===== src/hdl/eic_pkg.sv =====
package eic_pkg;

  // ----------------------------------------------------------------
  // Sizes
  // ----------------------------------------------------------------
  localparam int unsigned EIC_LINES      = 8;
  localparam int unsigned EIC_ADDR_W     = 12;
  localparam int unsigned EIC_DATA_W     = 16;
  localparam int unsigned EIC_PER_REG    = 4;

  // ----------------------------------------------------------------
  // Register byte offsets
  // ----------------------------------------------------------------
  localparam logic [11:0] EIC_CFG_LO_OFS = 12'hA20;
  localparam logic [11:0] EIC_CFG_HI_OFS = 12'hA24;
  localparam logic [11:0] EIC_CLEAR_OFS  = 12'hA30;
  localparam logic [11:0] EIC_STATUS_OFS = 12'hA34;
  localparam logic [11:0] EIC_MASK_OFS   = 12'hA38;

  // ----------------------------------------------------------------
  // Reset values
  // ----------------------------------------------------------------
  localparam logic [15:0] EIC_CFG_RST    = 16'h0000;
  localparam logic [15:0] EIC_CLEAR_RST  = 16'hC000;
  localparam logic [7:0]  EIC_STATUS_RST = 8'h00;
  localparam logic [7:0]  EIC_MASK_RST   = 8'h00;

  // ----------------------------------------------------------------
  // Field layout: each line owns one nibble
  // ----------------------------------------------------------------
  localparam int unsigned EIC_NIB_W      = 4;
  localparam int unsigned EIC_MODE_LSB   = 0;
  localparam int unsigned EIC_MODE_W     = 3;
  localparam int unsigned EIC_EN_BIT     = 3;
  localparam int unsigned EIC_CLR_KEEP_LSB = 8;

  // ----------------------------------------------------------------
  // Trigger mode codes
  // ----------------------------------------------------------------
  typedef enum logic [2:0] {
    EIC_MODE_RISE    = 3'h0,
    EIC_MODE_FALL    = 3'h1,
    EIC_MODE_BOTH    = 3'h2,
    EIC_MODE_HIGH    = 3'h3,
    EIC_MODE_LOW     = 3'h4,
    EIC_MODE_FALL_B  = 3'h5,
    EIC_MODE_BOTH_B  = 3'h6,
    EIC_MODE_HIGH_B  = 3'h7
  } eic_mode_t;

  // Detection kind after folding alias codes
  typedef enum logic [2:0] {
    EIC_DET_RISE = 3'h0,
    EIC_DET_FALL = 3'h1,
    EIC_DET_BOTH = 3'h2,
    EIC_DET_HIGH = 3'h3,
    EIC_DET_LOW  = 3'h4
  } eic_det_t;

  // Folds alias mode codes onto their base detection
  function automatic eic_det_t eic_fold_mode(input logic [2:0] mode);
    eic_det_t det;
    det = EIC_DET_RISE;
    case (mode)
      EIC_MODE_RISE:   det = EIC_DET_RISE;
      EIC_MODE_FALL:   det = EIC_DET_FALL;
      EIC_MODE_FALL_B: det = EIC_DET_FALL;
      EIC_MODE_BOTH:   det = EIC_DET_BOTH;
      EIC_MODE_BOTH_B: det = EIC_DET_BOTH;
      EIC_MODE_HIGH:   det = EIC_DET_HIGH;
      EIC_MODE_HIGH_B: det = EIC_DET_HIGH;
      EIC_MODE_LOW:    det = EIC_DET_LOW;
      default:         det = EIC_DET_RISE;
    endcase
    return det;
  endfunction

endpackage


===== src/hdl/eic_line_detect.sv =====
`timescale 1ns/1ps
`default_nettype none

module eic_line_detect
  import eic_pkg::*;
(
  // Clock and reset
  input  wire logic       i_sys_clk,
  input  wire logic       i_rst,
  // Pin and configuration
  input  wire logic       i_pin,
  input  wire logic       i_enable,
  input  wire logic [2:0] i_mode,
  // Detection
  output logic            o_event
);

  // ----------------------------------------------------------------
  // Pin synchroniser and history
  // ----------------------------------------------------------------
  logic sync1_reg;
  logic sync2_reg;
  logic prev_reg;
  logic rise;
  logic fall;
  eic_det_t det;

  always_ff @(posedge i_sys_clk)
  begin
    if (i_rst)
    begin
      sync1_reg <= 1'b0;
      sync2_reg <= 1'b0;
      prev_reg  <= 1'b0;
    end
    else
    begin
      sync1_reg <= i_pin;
      sync2_reg <= sync1_reg;
      prev_reg  <= sync2_reg;
    end
  end

  assign rise = sync2_reg & ~prev_reg;
  assign fall = ~sync2_reg & prev_reg;
  assign det  = eic_fold_mode(i_mode);

  // ----------------------------------------------------------------
  // Mode decode
  // ----------------------------------------------------------------
  always_comb
  begin
    o_event = 1'b0;
    case (det)
      EIC_DET_RISE: o_event = rise;
      EIC_DET_FALL: o_event = fall;
      EIC_DET_BOTH: o_event = rise | fall;
      EIC_DET_HIGH: o_event = sync2_reg;
      EIC_DET_LOW:  o_event = ~sync2_reg;
      default:      o_event = 1'b0;
    endcase
    if (!i_enable)
    begin
      o_event = 1'b0;
    end
  end

endmodule

`default_nettype wire


===== src/hdl/eic_top.sv =====
// Functional notes
// - Mode 001 falling, 010 either edge, 011 high level, 100 low level.
// - Mode 101 detects falling edges like 001.
// - Mode 110 detects both edges like 010.
// - Mode 111 flags high level like 011.
// - Low config bit 3 enables line 0; resets to zero.
// - Disabled line 0 gives no interrupt and no wake-up.
// - Enabled line 0 wakes the device from hibernate on its trigger.
// - Low config bits 2:0 hold line 0 mode; reset zero.
// - High config register at 0xA24, reset 0x0000.
// - High config bit 15 enables line 7 interrupts and wake.
// - High config bits 14:12 hold line 7 mode; 000 is rising.
// - Writing one to line 7 enable turns on its detection.
// - Low config bits 6:4 hold line 1 mode.
// - Clear register at 0xA30, reset 0xC000, clears latched events.
`timescale 1ns/1ps
`default_nettype none

module eic_top
  import eic_pkg::*;
#(
  parameter int unsigned LINES = EIC_LINES
)
(
  // Clock and reset
  input  wire logic                  i_sys_clk,
  input  wire logic                  i_rst,
  // Register port
  input  wire logic [EIC_ADDR_W-1:0] i_addr,
  input  wire logic [EIC_DATA_W-1:0] i_wr_data,
  input  wire logic                  i_wr_stb,
  input  wire logic                  i_rd_stb,
  output logic      [EIC_DATA_W-1:0] o_rd_data,
  // External pins
  input  wire logic [LINES-1:0]      i_ext_pin,
  // Power state
  input  wire logic                  i_hibernate,
  // Events out
  output logic      [LINES-1:0]      o_line_event,
  output logic                       o_wake,
  output logic                       o_irq
);

  // ----------------------------------------------------------------
  // Register storage
  // ----------------------------------------------------------------
  logic [EIC_DATA_W-1:0] cfg_lo_reg;
  logic [EIC_DATA_W-1:0] cfg_hi_reg;
  logic [EIC_DATA_W-1:0] clear_reg;
  logic [LINES-1:0]      status_reg;
  logic [LINES-1:0]      status_next;
  logic [LINES-1:0]      status_clr;
  logic [LINES-1:0]      irq_pending;
  logic [LINES-1:0]      mask_reg;
  logic [EIC_DATA_W-1:0] rd_data_reg;
  logic [EIC_DATA_W-1:0] rd_data_next;

  // ----------------------------------------------------------------
  // Detector wiring and registered events
  // ----------------------------------------------------------------
  logic [2*EIC_DATA_W-1:0] cfg_all;
  logic [LINES-1:0]      line_event;
  logic [LINES-1:0]      line_enable;
  logic                  wake_reg;
  logic [LINES-1:0]      event_reg;

  // ----------------------------------------------------------------
  // Address decode
  // ----------------------------------------------------------------
  function automatic logic addr_hit
  (
    input logic [EIC_ADDR_W-1:0] addr,
    input logic [EIC_ADDR_W-1:0] ofs
  );
    return (addr == ofs);
  endfunction

  logic wr_cfg_lo;
  logic wr_cfg_hi;
  logic wr_clear;
  logic wr_mask;

  assign wr_cfg_lo = i_wr_stb && addr_hit(i_addr, EIC_CFG_LO_OFS);
  assign wr_cfg_hi = i_wr_stb && addr_hit(i_addr, EIC_CFG_HI_OFS);
  assign wr_clear  = i_wr_stb && addr_hit(i_addr, EIC_CLEAR_OFS);
  assign wr_mask   = i_wr_stb && addr_hit(i_addr, EIC_MASK_OFS);

  // ----------------------------------------------------------------
  // Read decode
  // ----------------------------------------------------------------
  logic rd_cfg_lo;
  logic rd_cfg_hi;
  logic rd_clear;
  logic rd_status;
  logic rd_mask;

  assign rd_cfg_lo = i_rd_stb && addr_hit(i_addr, EIC_CFG_LO_OFS);
  assign rd_cfg_hi = i_rd_stb && addr_hit(i_addr, EIC_CFG_HI_OFS);
  assign rd_clear  = i_rd_stb && addr_hit(i_addr, EIC_CLEAR_OFS);
  assign rd_status = i_rd_stb && addr_hit(i_addr, EIC_STATUS_OFS);
  assign rd_mask   = i_rd_stb && addr_hit(i_addr, EIC_MASK_OFS);

  // ----------------------------------------------------------------
  // Low configuration register
  // ----------------------------------------------------------------
  always_ff @(posedge i_sys_clk)
  begin
    if (i_rst)
    begin
      cfg_lo_reg <= EIC_CFG_RST;
    end
    else if (wr_cfg_lo)
    begin
      cfg_lo_reg <= i_wr_data;
    end
  end

  // ----------------------------------------------------------------
  // High configuration register
  // ----------------------------------------------------------------
  always_ff @(posedge i_sys_clk)
  begin
    if (i_rst)
    begin
      cfg_hi_reg <= EIC_CFG_RST;
    end
    else if (wr_cfg_hi)
    begin
      cfg_hi_reg <= i_wr_data;
    end
  end

  // ----------------------------------------------------------------
  // Clear register: upper byte stored, lower byte acts as pulses
  // ----------------------------------------------------------------
  always_ff @(posedge i_sys_clk)
  begin
    if (i_rst)
    begin
      clear_reg <= EIC_CLEAR_RST;
    end
    else if (wr_clear)
    begin
      clear_reg <= {i_wr_data[EIC_DATA_W-1:EIC_CLR_KEEP_LSB], 8'h00};
    end
  end

  // ----------------------------------------------------------------
  // Mask register
  // ----------------------------------------------------------------
  always_ff @(posedge i_sys_clk)
  begin
    if (i_rst)
    begin
      mask_reg <= LINES'(EIC_MASK_RST);
    end
    else if (wr_mask)
    begin
      mask_reg <= i_wr_data[LINES-1:0];
    end
  end

  // ----------------------------------------------------------------
  // Both config words, one nibble per line
  // ----------------------------------------------------------------
  assign cfg_all = {cfg_hi_reg, cfg_lo_reg};

  // ----------------------------------------------------------------
  // Per-line detectors
  // ----------------------------------------------------------------

  genvar g;
  generate
    for (g = 0; g < LINES; g = g + 1)
    begin : g_line
      assign line_enable[g] = cfg_all[g*EIC_NIB_W + EIC_EN_BIT];

      eic_line_detect u_detect
      (
        .i_sys_clk (i_sys_clk),
        .i_rst     (i_rst),
        .i_pin     (i_ext_pin[g]),
        .i_enable  (line_enable[g]),
        .i_mode    (cfg_all[g*EIC_NIB_W + EIC_MODE_LSB +: EIC_MODE_W]),
        .o_event   (line_event[g])
      );
    end
  endgenerate

  // ----------------------------------------------------------------
  // Registered event outputs
  // ----------------------------------------------------------------
  always_ff @(posedge i_sys_clk)
  begin
    if (i_rst)
    begin
      event_reg <= '0;
    end
    else
    begin
      event_reg <= line_event;
    end
  end

  // ----------------------------------------------------------------
  // Wake request while in hibernate
  // ----------------------------------------------------------------
  always_ff @(posedge i_sys_clk)
  begin
    if (i_rst)
    begin
      wake_reg <= 1'b0;
    end
    else
    begin
      wake_reg <= i_hibernate && (|line_event);
    end
  end

  // ----------------------------------------------------------------
  // Status clear sources: status read and clear register write
  // ----------------------------------------------------------------
  always_comb
  begin
    status_clr = '0;
    if (rd_status)
    begin
      status_clr = '1;
    end
    if (wr_clear)
    begin
      status_clr = status_clr | i_wr_data[LINES-1:0];
    end
  end

  // ----------------------------------------------------------------
  // Sticky status: set wins over read clear and clear register
  // ----------------------------------------------------------------
  assign status_next = (status_reg & ~status_clr) | line_event;

  always_ff @(posedge i_sys_clk)
  begin
    if (i_rst)
    begin
      status_reg <= LINES'(EIC_STATUS_RST);
    end
    else
    begin
      status_reg <= status_next;
    end
  end

  // ----------------------------------------------------------------
  // Read mux, data valid for one cycle
  // ----------------------------------------------------------------
  always_comb
  begin
    rd_data_next = '0;
    if (rd_cfg_lo)
    begin
      rd_data_next = cfg_lo_reg;
    end
    if (rd_cfg_hi)
    begin
      rd_data_next = cfg_hi_reg;
    end
    if (rd_clear)
    begin
      rd_data_next = clear_reg;
    end
    if (rd_status)
    begin
      rd_data_next = {{(EIC_DATA_W-LINES){1'b0}}, status_reg};
    end
    if (rd_mask)
    begin
      rd_data_next = {{(EIC_DATA_W-LINES){1'b0}}, mask_reg};
    end
  end

  always_ff @(posedge i_sys_clk)
  begin
    if (i_rst)
    begin
      rd_data_reg <= '0;
    end
    else
    begin
      rd_data_reg <= rd_data_next;
    end
  end

  // ----------------------------------------------------------------
  // Outputs
  // ----------------------------------------------------------------
  assign o_rd_data    = rd_data_reg;
  assign o_line_event = event_reg;
  assign o_wake       = wake_reg;

  // ----------------------------------------------------------------
  // Interrupt output: any unmasked sticky bit
  // ----------------------------------------------------------------
  assign irq_pending  = status_reg & mask_reg;
  assign o_irq        = |irq_pending;

endmodule

`default_nettype wire


===== config.mk =====
export PLATFORM = sky130hd
export DESIGN_NAME = eic_top
export DESIGN_NICKNAME = d
export VERILOG_FILES = /design/src/hdl/eic_pkg.sv /design/src/hdl/eic_line_detect.sv /design/src/hdl/eic_top.sv
export SDC_FILE = /design/constraint.sdc
export NUM_CORES = 1
export LEC_CHECK = 0
export ABC_AREA = 1
export BUFFER_PORTS_ARGS = -buffer_cell sky130_fd_sc_hd__buf_2
export CAP_MARGIN = 15
export CORE_MARGIN = 2
export CORE_UTILIZATION = 60
export CTS_BUF_LIST = sky130_fd_sc_hd__clkbuf_8
export CTS_CLUSTER_DIAMETER = 200
export DETAILED_ROUTE_END_ITERATION = 7
export PLACE_DENSITY = 0.89
export SYNTH_ARGS = -nofsm -noshare
export SYNTH_HDL_FRONTEND = slang
export SYNTH_SLANG_ARGS = --single-unit

===== constraint.sdc =====
create_clock -name i_sys_clk -period 2.9 [get_ports i_sys_clk]
set_input_delay 0.145 -clock i_sys_clk [delete_from_list [all_inputs] [get_ports i_sys_clk]]
set_output_delay 0.145 -clock i_sys_clk [all_outputs]
set_load 0.02 [all_outputs]

# == Word-level counts from Yosys, hierarchy flattened ==
# Memories as Yosys holds them, arrays and structs flattened. A register that Yosys moved wholly into a read port is not among the register bits.
# Cells that the tools add are included.
# op_classes
eq_ne,37
n_mux,39
bitwise_logic,45
n_reduce_logical,21
# ops
op,n
== test 12 bit (second input constant),5
== test 3 x 2 -> 1 bit (second input constant),16
two-way mux 16 bit,3
two-way mux 3 bit,16
one-hot mux 1 bit (5 select lines),8
two-way mux 8 bit,4
== test 3 x 1 -> 1 bit (second input constant),8
== test 3 bit (second input constant),8
zero test 3 bit,8
bitwise AND 1 bit,16
bitwise AND 8 bit,2
inverter 1 bit,16
OR 8 bit,2
OR reduction 8 bit,2
logical AND 1 bit,10
two-way mux 1 bit,8
inverter 8 bit,1
OR 1 bit,8
OR reduction 3 bit,1
# totals
ff_bits,105
romBits,192
in_bits,41
out_inout_bits,26
elab_cells,183
n_memories,8
# mem_list
memory,words,word_bits,rd,rd_ports_with_merged_regs,wr,line,source
(name not given),8,3,1,1,0,eic_pkg.sv:64,case (mode)
(name not given),8,3,1,1,0,eic_pkg.sv:64,
(name not given),8,3,1,1,0,eic_pkg.sv:64,
(name not given),8,3,1,1,0,eic_pkg.sv:64,
(name not given),8,3,1,1,0,eic_pkg.sv:64,
(name not given),8,3,1,1,0,eic_pkg.sv:64,
2 more memories,n/a,n/a,n/a,n/a,n/a,n/a,

# == Logic depth before layout (Yosys ltp) ==
# Gate-level depths: netlist (run 1).
# depth
word_depth,8
depth_mapped,12

# == Hierarchy ==
# From an unflattened synthesis (run 1), not the netlist that was laid out.
# hier_totals
cells_unflattened,707
hier_area_um2,5315.1
# by_module_without_submodules
mod,instances,cells_per_inst,area_per_inst_um2
eic_top,1,443,3503.4
eic_line_detect,8,33,226.5

# == Least setup slack after synthesis (run 1) ==
# Ideal clock, no wire load.
# synth_path
path_type,flip-flop to flip-flop
start,register g_line[1].u_detect.sync2_reg
end,register wake_reg (netlist: o_wake)
setup_ps,117
arrival_ps,1240
required_time_ps,2783
slack_ps,1543
path_stages_with_launch,12
synth_period_minus_slack_ps,1357
path_cell_list,dfxtp_1 inv_1 ha_1 or2_2 nand2_1 nand2_1 nand2_1 nand2_1 nand2_1 nand2_1 nor2_1 a21oi_1
# synth_via
elab_chain_len,7
# synth_rtl
item,line,source
start: declaration,eic_line_detect.sv:22,logic sync2_reg;
start signal: assignment,eic_line_detect.sv:39,sync2_reg <= sync1_reg;
inverter 1 bit,"eic_line_detect.sv:45, eic_line_detect.sv:59",
bitwise AND 1 bit,eic_line_detect.sv:45,assign fall = ~sync2_reg & prev_reg;
OR 1 bit,eic_line_detect.sv:57,EIC_DET_BOTH: o_event = rise | fall;
one-hot mux 1 bit (5 select lines) (*),eic_line_detect.sv:54,case (det)
two-way mux 1 bit (*),eic_line_detect.sv:62,if (!i_enable)
OR reduction 8 bit (*),eic_top.sv:216,wake_reg <= i_hibernate && (|line_event);
logical AND 1 bit (*),eic_top.sv:216,
end signal: assignment,eic_top.sv:216,
end: declaration,eic_top.sv:64,logic wake_reg;
# Every way passes the cells marked *; elsewhere a longest branch is shown, timed or not.
# A chain may end at the register's enable or synchronous reset.

# == Worst setup path in the final report (run 1) ==
# layout_path
start,register status_reg[0]
end,output o_irq
# layout_via
elab_chain_len,2
# layout_rtl
item,line,source
start: declaration,eic_top.sv:50,logic [LINES-1:0] status_reg;
start signal: assignment,eic_top.sv:245,status_reg <= LINES'(EIC_STATUS_RST);
start signal: assignment,eic_top.sv:249,status_reg <= status_next;
bitwise AND 8 bit,eic_top.sv:303,assign irq_pending = status_reg & mask_reg;
OR reduction 8 bit,eic_top.sv:304,assign o_irq = |irq_pending;
end: declaration,eic_top.sv:41,output logic o_irq
# Every way passes these cells.

==> flow_summary.toml, run 1 <==
[place]
gp_congestion = 0.894
hpwl_um = 9540
place.port_buffers = 66

[power]
total_leakage_power_nw = 3.38
p_per_area_nw_per_um2 = 538
ir_drop_uv = 406

[synth]
synth_cells = 752
synth_area_leaders = "dfxtp_1 47%, inv_1 11%, nand2_1 10%"
synth_top_area_share_pct = 46.9
avgSynthCellArea_um2 = 7.32
syn_nets = 809
synth_largest_area_cell = "dfxtp_1"
synth_area_um2 = 5510
seq_area_frac_synth_pct = 46.9
synth_warnings = 0
synthDistinctLibCells = 29
ys_seq_elements = 129

[layout]
multi_input_area_um2 = 2180
layout_commonest_cell = "inv_1"
final_util_pct = 73.0
seq_area_um2 = 2580
area_growth_pct = 16.8
final_cell_mix = "162 x inv_1, 149 x nand2_1, 129 x dfxtp_1"
layout.nets = 890
fillerInstances = 643
largest_reg_flops = 24
diodes = 0
drive_gt1_share_pct = 15.7

[die]
core_area_um2 = 8810
ios = 67
rows = 34
die_h_um = 99.8
die-width_um = 99.8
die_area_um2 = 9960
initial_core_util_pct = 62.5

[detailed_routing]
vias = 5045
drtIter0Drc = 352
dr.pass1.iters = 7
wirelength_um = 13600
routedWlPerCell_um = 14.3
drc = 0
ant_nets = 0
via_per_inst = 5.29

[setup_path]
cp_max_fo = 3
critPathTopFamily = "compound AO/OA/AOI/OAI gates"
reg2regPathDepth = 11
required_ns = 2.76
reg2reg_to = "o_wake"
path_class = "reg -> out"
critPathBufInv = 1
cp-start-kind = "flip-flop"
worstPathArrival_ns = 1.57
cp_slowest_cell = "dfxtp_1"
reg2reg_setup_slack_ns = 1.27
critPathCaptureType = "primary output"
cp.depth = 4
r2r-start = "g_line[1].u_detect.sync2_reg"
crit_chain = "a22o_1 > a221oi_1 > nand2_1 > buf_2"
max_stage_delay_ns = 0.33

[hold_path]
hold_path_depth = 3
min_to = "g_line[2].u_detect.det[0]"
min_path_type = "in -> reg"
min_from = "i_wr_data[8]"

[clock_network]
cts_max_level = 4
cts_tree = "yes"
numCtsBuffers = 17
insertion_delay_ns = 0.44
cts.path.max_buffers = 2
clk_pin_slew_ns = 0.07
root_buffer = "clkbuf_8"
cts_setup_buffers = 0
clock_sinks = 129

[grt]
grt_pass1_vias = 4906
grt_max_degree = 44
track_usage_pct = 28.2
grt_pass1_wl_um = 22100
grt.overflow.total = 0
grt_antenna_before_repair = 0

[sta]
drv_slew = 0
fmax_mhz = 584
tns_ns = 0
slew_headroom_pct = 55.6
hold_viol = 0
fin_skew_ns = 0.0109
grt_setup_unrepaired = "no"
fin_crit_sh_pct = 59.1
tightest_slew_ns = 0.664
setup_violations = 0
period_minus_slack_ns = 1.71

[run_status]
status = "finished clean"

[flow_run]
maxCapViolCount = 0
[cells in the mapped netlist (all sizes together)]
library cell and number:
inv 171, nand2 152, dfxtp 129, nor2 95
o21ai 52, nand3 45, a21oi 33, o211ai 23
ha 16, clkbuf 11, buf 10, nand4 9
a221oi 2, a22o 1, nor3 1, o22ai 1
or2 1
[metal layers]
layer  up-vias  part of all wire, %  GRT usage (%)
li1       2472                    -              -
met1      2294                   42           35.2
met2       231                   48           46.6
met3        48                  7.7           7.59
met4         0                  2.4           11.5
met5         -                    0              0
[worst register-to-register path, delay by kind of cell, from the launching register on]
family / cells / cell delay (ns)
flip-flops: 1 / 0.35
adder cells (fa/ha/maj): 1 / 0.17
buffers and inverters: 1 / 0.09
AND/OR/NAND/NOR: 8 / 0.82
AO/OA/AOI/OAI: 1 / 0.09
[area by class of cell]
cell class	instances	area share (%)
sequential	129	40.1
multi-input combinational	431	33.9
inverter	171	9.98
timing repair buffer	83	7.70
clock buffer	19	4.07
clock inverter	13	2.12
tap	108	2.10
[power breakdown]
part	internal (mW)	switching, mW	total [mW]
clock	0.808	0.705	1.51
combinational	0.0589	0.0960	0.155
sequential	1.78	0.00624	1.79
[how the worst max path moves through the flow]
stage	slack (ns)	start	endpoint
finish	1.19	status_reg[0]	o_irq
global route	1.12	status_reg[0]	o_irq
CTS	1.21	status_reg[0]	o_irq
detailed placement	0.93	i_addr[0]	g_line[6].u_detect.det[2]
global placement	1.05	i_addr[0]	g_line[6].u_detect.det[2]
floorplan	1.54	g_line[1].u_detect.sync2_reg	o_wake
[through the flow]
step	setup WS, ns	power (mW)	instances	cell area, um^2	hold slack, ns
after floorplan	1.54	1.91	752	5510	0.252
after global placement	1.05	1.96	907	5880	0.347
after detailed placement	0.926	1.97	907	5880	0.353
after CTS	1.21	3.47	954	6430	0.00653
after global routing	1.12	3.56	954	6430	0.0324
final	1.19	3.46	954	6430	0.0234
[what timing repair did]
item,CTS,global route
hold buffers,15,0
setup endpoints to repair,0,0
resized for setup,0,0
endpoints found under the hold margin,18,0
[logic make-up after synthesis]
logic type	count (synthesis)	synth area share, %
simple gates	303	24.0
fa+ha+maj	16	3.63
flops	129	46.9
buf+inv	192	13.5
compound gates	112	11.9
Note: power is estimated with default switching activity, not from simulation.
==> inputs of run 2 (changes only) <==
--- a/config.mk
+++ b/config.mk
@@ -5,15 +5,15 @@
 export SDC_FILE = /design/constraint.sdc
 export NUM_CORES = 1
 export LEC_CHECK = 0
-export ABC_AREA = 1
+export ABC_AREA = 0
 export BUFFER_PORTS_ARGS = -buffer_cell sky130_fd_sc_hd__buf_2
 export CAP_MARGIN = 15
 export CORE_MARGIN = 2
-export CORE_UTILIZATION = 60
+export CORE_UTILIZATION = 54
 export CTS_BUF_LIST = sky130_fd_sc_hd__clkbuf_8
 export CTS_CLUSTER_DIAMETER = 200
 export DETAILED_ROUTE_END_ITERATION = 7
-export PLACE_DENSITY = 0.89
+export PLACE_DENSITY = 0.85
 export SYNTH_ARGS = -nofsm -noshare
 export SYNTH_HDL_FRONTEND = slang
 export SYNTH_SLANG_ARGS = --single-unit
==> constraint.sdc (replaced) <==
create_clock -name i_sys_clk -period 1.4 [get_ports i_sys_clk]
set_input_delay 0.07 -clock i_sys_clk [delete_from_list [all_inputs] [get_ports i_sys_clk]]
set_output_delay 0.07 -clock i_sys_clk [all_outputs]
set_load 0.02 [all_outputs]
==> run 2 against run 1 <==
Against the previous run: sequential cell count stayed put; wire length is 21% higher; sequential share of layout area is 5.1 points lower; clock power is 150% higher; critical endpoint is now o_wake; the flow now finishes with violations (setup timing); register-to-register slack worse by 1.7 ns; sequential power is 110% higher; combinational power grew to 3.0 times the previous value; synthesized area is 4.3% lower; design area is 16% higher; count of clock-buffer cells in the layout is 2 lower; clock skew is 0.0012 ns lower; power is 130% higher.
==> flow_summary.toml, run 2 <==
[synth]
ys_seq_elements = 129
synth_cells = 568
synth_area_um2 = 5270
async_flop_share_pct = 0
synth_top_area_share_pct = 49.0
synth_largest_area_cell = "dfxtp_1"
synth_ff_type = "dfxtp_1"
synth_warnings = 0
synthDistinctLibCells = 54
syn_nets = 625
post-synth-top-count-cell = "dfxtp_1"
synth_area_leaders = "dfxtp_1 49%, nand2_1 6.5%, a21oi_1 5.0%"
seq_area_frac_synth_pct = 49.0
avgSynthCellArea_um2 = 9.28
synth_edf_count = 0
netlist_top_cells_count = "129 x dfxtp_1, 91 x nand2_1, 61 x nor2_1"

[hold_path]
hold_path_depth = 3
min_path_type = "in -> reg"
min_to = "g_line[6].u_detect.prev_reg"
min_from = "i_rst"

[place]
gp_congestion = 0.914
place_area_um2 = 6300
hpwl_um = 10100
place.port_buffers = 66

[detailed_routing]
routedWlPerCell_um = 18.8
vias = 5217
via_per_inst = 5.95
dr.pass1.iters = 6
drc = 0
wirelength_um = 16500
ant_nets = 0
drtIter0Drc = 540

[power]
total_leakage_power_nw = 2.83
p_per_area_nw_per_um2 = 1060
ir_drop_uv = 643

[sta]
slew_headroom_pct = 48.4
tightest_slew_ns = 0.772
setup_violations = 17
tns_ns = -2.84
setup_ws_ns = -0.387
fin_skew_ns = 0.00969
hold_viol = 0
grt_setup_unrepaired = "yes"
period_minus_slack_ns = 1.79
fin_crit_sh_pct = 128
drv_slew = 0
fmax_mhz = 560

[clock_network]
cts_tree = "yes"
clock_sinks = 129
root_buffer = "clkbuf_8"
numCtsBuffers = 17
insertion_delay_ns = 0.44
clk_pin_slew_ns = 0.08
cts_max_level = 4
cts.path.max_buffers = 2

[die]
die_h_um = 103
initial_core_util_pct = 54.7
core_area_um2 = 9640
ios = 67
die-width_um = 103
rows = 36
die_area_um2 = 10600

[grt]
grt_pass1_vias = 5150
grt_max_degree = 25
track_usage_pct = 31.6
grt.overflow.total = 0
grt_pass1_wl_um = 25200
grt_antenna_before_repair = 0

[layout]
fillerInstances = 567
drive_gt1_share_pct = 39.1
layout_commonest_cell = "dfxtp_1"
diodes = 0
area_growth_pct = 41.8
final_cell_mix = "109 x dfxtp_1, 79 x nand2_1, 65 x buf_2, 65 x buf_4, 54 x nor2_1"
layout.nets = 788
fin_area_um2 = 7470
largest_reg_flops = 24

[setup_path]
worstPathArrival_ns = 2.12
critPathTopFamily = "compound AO/OA/AOI/OAI gates"
required_ns = 1.74
reg2regPathDepth = 7
reg2reg_to = "o_wake"
max_stage_delay_ns = 0.34
path_class = "reg -> reg"
reg2reg_setup_slack_ns = -0.39
critPathCaptureType = "flip-flop"
cp-start-kind = "flip-flop"
critPathBufInv = 1
cp_slowest_cell = "dfxtp_2"
crit_chain = "inv_1 > ha_2 > mux2_4 > a32o_1 > a41oi_2 > nand2_1 > o311a_1"
cp_max_fo = 2
r2r-start = "g_line[3].u_detect.prev_reg"

[flow_run]
maxCapViolCount = 0

[run_status]
status = "complete, but fails checks"
violations = "setup timing"
-- run 2: kinds of logic (layout without fill, tap and decap cells) --
family | count (synthesis) | in the layout | share of synthesized area, %
AOI/OAI and AO/OA | 124 | 124 | 15.6
adders and majority gates | 16 | 16 | 3.80
buffers and inverters | 48 | 224 | 4.89
DFF | 129 | 129 | 49.0
muxes | 26 | 26 | 5.01
and+or+nand+nor | 225 | 225 | 21.7
-- run 2: report_power, final --
group,leakage (nW),internal (mW),switching [mW]
clock,0.229,2.29,1.48
sequential,1.05,3.69,0.0196
combinational,1.54,0.220,0.238
total,2.83,6.20,1.73
-- run 2: repair_timing --
item,in CTS,in global routing
hold buffers,26,0
resized for setup,68,29
hold endpoints to repair,70,0
setup buffers,1,5
endpoints found under the setup margin,17,17
pin swaps,22,24
-- run 2: worst max path at each step --
stage	from	to	slack, ns	cells after the start
4_1_cts	g_line[7].u_detect.sync2_reg	o_wake	-0.36	7
6_report	g_line[3].u_detect.prev_reg	o_wake	-0.39	7
5_1_grt	g_line[3].u_detect.prev_reg	o_wake	-0.44	7
2_1_floorplan	g_line[3].u_detect.sync2_reg	o_wake	-0.21	7
3_3_place_gp	g_line[5].u_detect.sync2_reg	o_wake	-0.35	7
3_5_place_dp	g_line[7].u_detect.sync2_reg	o_wake	-0.48	7
-- run 2: through the flow --
| stage | utilization, % | cells | worst slack [ns] | total power, mW | hold WS [ns] |
|---|---|---|---|---|---|
| 3_3_place_gp | 65.3 | 813 | -0.348 | 4.12 | 0.278 |
| 5_1_grt | 77.5 | 877 | -0.441 | 8.12 | 0.176 |
| 4_1_cts | 76.0 | 872 | -0.363 | 7.92 | 0.146 |
| 2_1_floorplan | - | 568 | -0.209 | 3.94 | 0.198 |
| 3_5_place_dp | 65.3 | 813 | -0.483 | 4.13 | 0.288 |
| 6_report | 77.5 | 877 | -0.387 | 7.93 | 0.168 |
-- run 2: cell type report --
type | count | area, um^2 | share of cell area, %
clock buffers | 17 | 234 | 3.13
clock inverters | 15 | 241 | 3.23
inverters | 24 | 92.6 | 1.24
multi-input cells | 391 | 2850 | 38.1
flip-flops and latches | 129 | 2620 | 35.1
well taps | 133 | 166 | 2.23
repair buffers | 168 | 1270 | 17.0
-- run 2: layer usage --
metal	part of all wire [%]	routed length, um	vias to the layer above	track usage [%]
met2	49	8100	325	53.3
met3	9.0	1480	81	9.02
met4	4.6	757	0	17.1
met5	0	0	-	0
li1	-	-	2320	-
met1	37	6120	2491	36.3
-- run 2: tightest hold or removal path, cell delays in order --
cell    delay [ns]
buf_2         0.20
buf_4         0.22
nor2_1        0.08
==> inputs of run 3 (changes only) <==
--- a/config.mk
+++ b/config.mk
@@ -14,6 +14,7 @@
 export CTS_CLUSTER_DIAMETER = 200
 export DETAILED_ROUTE_END_ITERATION = 7
 export PLACE_DENSITY = 0.85
+export RECOVER_POWER = 50
 export SYNTH_ARGS = -nofsm -noshare
 export SYNTH_HDL_FRONTEND = slang
 export SYNTH_SLANG_ARGS = --single-unit
==> run 3 against run 2 <==
Against the previous run: the run still ends with setup timing left; first-iteration DRC count is 0.19% lower; largest cell class unchanged; global-route usage is the same; setup slack improved by 0.00062 ns; sequential share of layout area about the same; wire length about the same.
==> flow_summary.toml, run 3 (synthesized netlist as in run 2, its figures left out) <==
[run_status]
status = "complete, but fails checks"
violations = "setup timing"

[layout]
layout_commonest_cell = "dfxtp_1"
layout.nets = 788
final_cell_mix = "110 x dfxtp_1, 79 x nand2_1, 65 x buf_2, 65 x buf_4, 54 x nor2_1"
final_util_pct = 77.5
drive_gt1_share_pct = 39.0
largest_reg_flops = 24
area_growth_pct = 41.7
fin_area_um2 = 7470
diodes = 0

[die]
die_h_um = 103
die-width_um = 103
ios = 67
rows = 36
initial_core_util_pct = 54.7
die_area_um2 = 10600
core_area_um2 = 9640

[detailed_routing]
ant_nets = 0
wirelength_um = 16400
drtIter0Drc = 539
routedWlPerCell_um = 18.7
via_per_inst = 5.93
dr.pass1.iters = 5
drc = 0
vias = 5201

[setup_path]
cp_max_fo = 2
cp-start-kind = "flip-flop"
required_ns = 1.74
crit_chain = "inv_1 > ha_2 > mux2_4 > a32o_1 > a41oi_2 > nand2_1 > o311a_1"
cp_slowest_cell = "dfxtp_2"
critPathCaptureType = "flip-flop"
critPathBufInv = 1
max_stage_delay_ns = 0.34
path_class = "reg -> reg"
critPathTopFamily = "compound AO/OA/AOI/OAI gates"
worstPathArrival_ns = 2.12

[power]
p_per_area_nw_per_um2 = 1060
total_power_mw = 7.94
ir_drop_uv = 645
total_leakage_power_nw = 2.83

[sta]
period_minus_slack_ns = 1.79
setup_violations = 17
fmax_mhz = 560
setup_ws_ns = -0.386
tightest_slew_ns = 0.754
fin_crit_sh_pct = 128
fin_skew_ns = 0.00962
grt_setup_unrepaired = "yes"
drv_slew = 0
tns_ns = -2.93
slew_headroom_pct = 49.5
hold_viol = 0

[clock_network]
clock_sinks = 129
numCtsBuffers = 17
cts_max_level = 4
clk_pin_slew_ns = 0.08
root_buffer = "clkbuf_8"
insertion_delay_ns = 0.44
cts_tree = "yes"
cts.path.max_buffers = 2

[grt]
grt_pass1_wl_um = 25200
grt.overflow.total = 0
grt_antenna_before_repair = 0
grt_max_degree = 25
track_usage_pct = 31.6
grt_pass1_vias = 5150

[place]
place.port_buffers = 66
place_area_um2 = 6300
hpwl_um = 10100
gp_congestion = 0.914

[hold_path]
min_path_type = "in -> reg"

[flow_run]
maxCapViolCount = 0
==> run 3: changes by cell type in the layout (fill, tap and decap cells not counted) <==
cell and change:
dfxtp_1 +1, dfxtp_4 -1
==> run 3: tightest hold or removal path: cells and delay by family <==
kind | cells | cell delay, ns
buffers and inverters | 2 | 0.42
AND/OR/NAND/NOR | 1 | 0.08
==> run 3: layout make-up <==
cell class                      count  area (um^2)
Multi-Input combinational cell    391         2850
Sequential cell                   129         2620
Fill cell                         567         2170
Timing Repair Buffer              168         1270
Clock inverter                     15          241
Clock buffer                       17          234
Tap cell                          133          166
Inverter                           24         92.6
==> run 3: repair_timing <==
item	4_1_cts	5_1_grt
endpoints found under the setup margin	17	17
setup buffers	1	5
hold buffers	26	0
hold endpoints to repair	70	0
pin swaps	22	24
gates resized for setup	68	29
==> run 3: worst paths after layout <==
check / slack, ns / cells past startpoint / start / end
hold / removal: 0.16 / 3 / i_rst / g_line[6].u_detect.prev_reg
setup / recovery: -0.39 / 7 / g_line[3].u_detect.prev_reg / o_wake
hold reg to reg: 0.44 / 1 / g_line[3].u_detect.sync1_reg / g_line[3].u_detect.sync2_reg
setup reg to reg: -0.39 / 7 / g_line[3].u_detect.prev_reg / o_wake
==> run 3: stage by stage <==
| stage | hold WS [ns] | setup WS (ns) | cells |
|---|---|---|---|
| final | 0.164 | -0.386 | 877 |
| after global routing | 0.176 | -0.441 | 877 |
| after CTS | 0.146 | -0.363 | 872 |
| after detailed placement | 0.288 | -0.483 | 813 |
| after global placement | 0.278 | -0.348 | 813 |
| after floorplan | 0.198 | -0.209 | 568 |
==> run 3: metal layers <==
layer | track usage (%) | up-vias | wire length (um)
met1 | 36.3 | 2475 | 5990
met2 | 53.3 | 326 | 8130
li1 | - | 2321 | -
met5 | 0 | - | 0
met3 | 9.02 | 79 | 1570
met4 | 17.1 | 0 | 750
==> run 3: power breakdown <==
group	total [mW]	leakage [nW]	switching, mW	internal [mW]
combinational	0.460	1.54	0.239	0.220
sequential	3.71	1.05	0.0197	3.69
clock	3.77	0.229	1.48	2.29
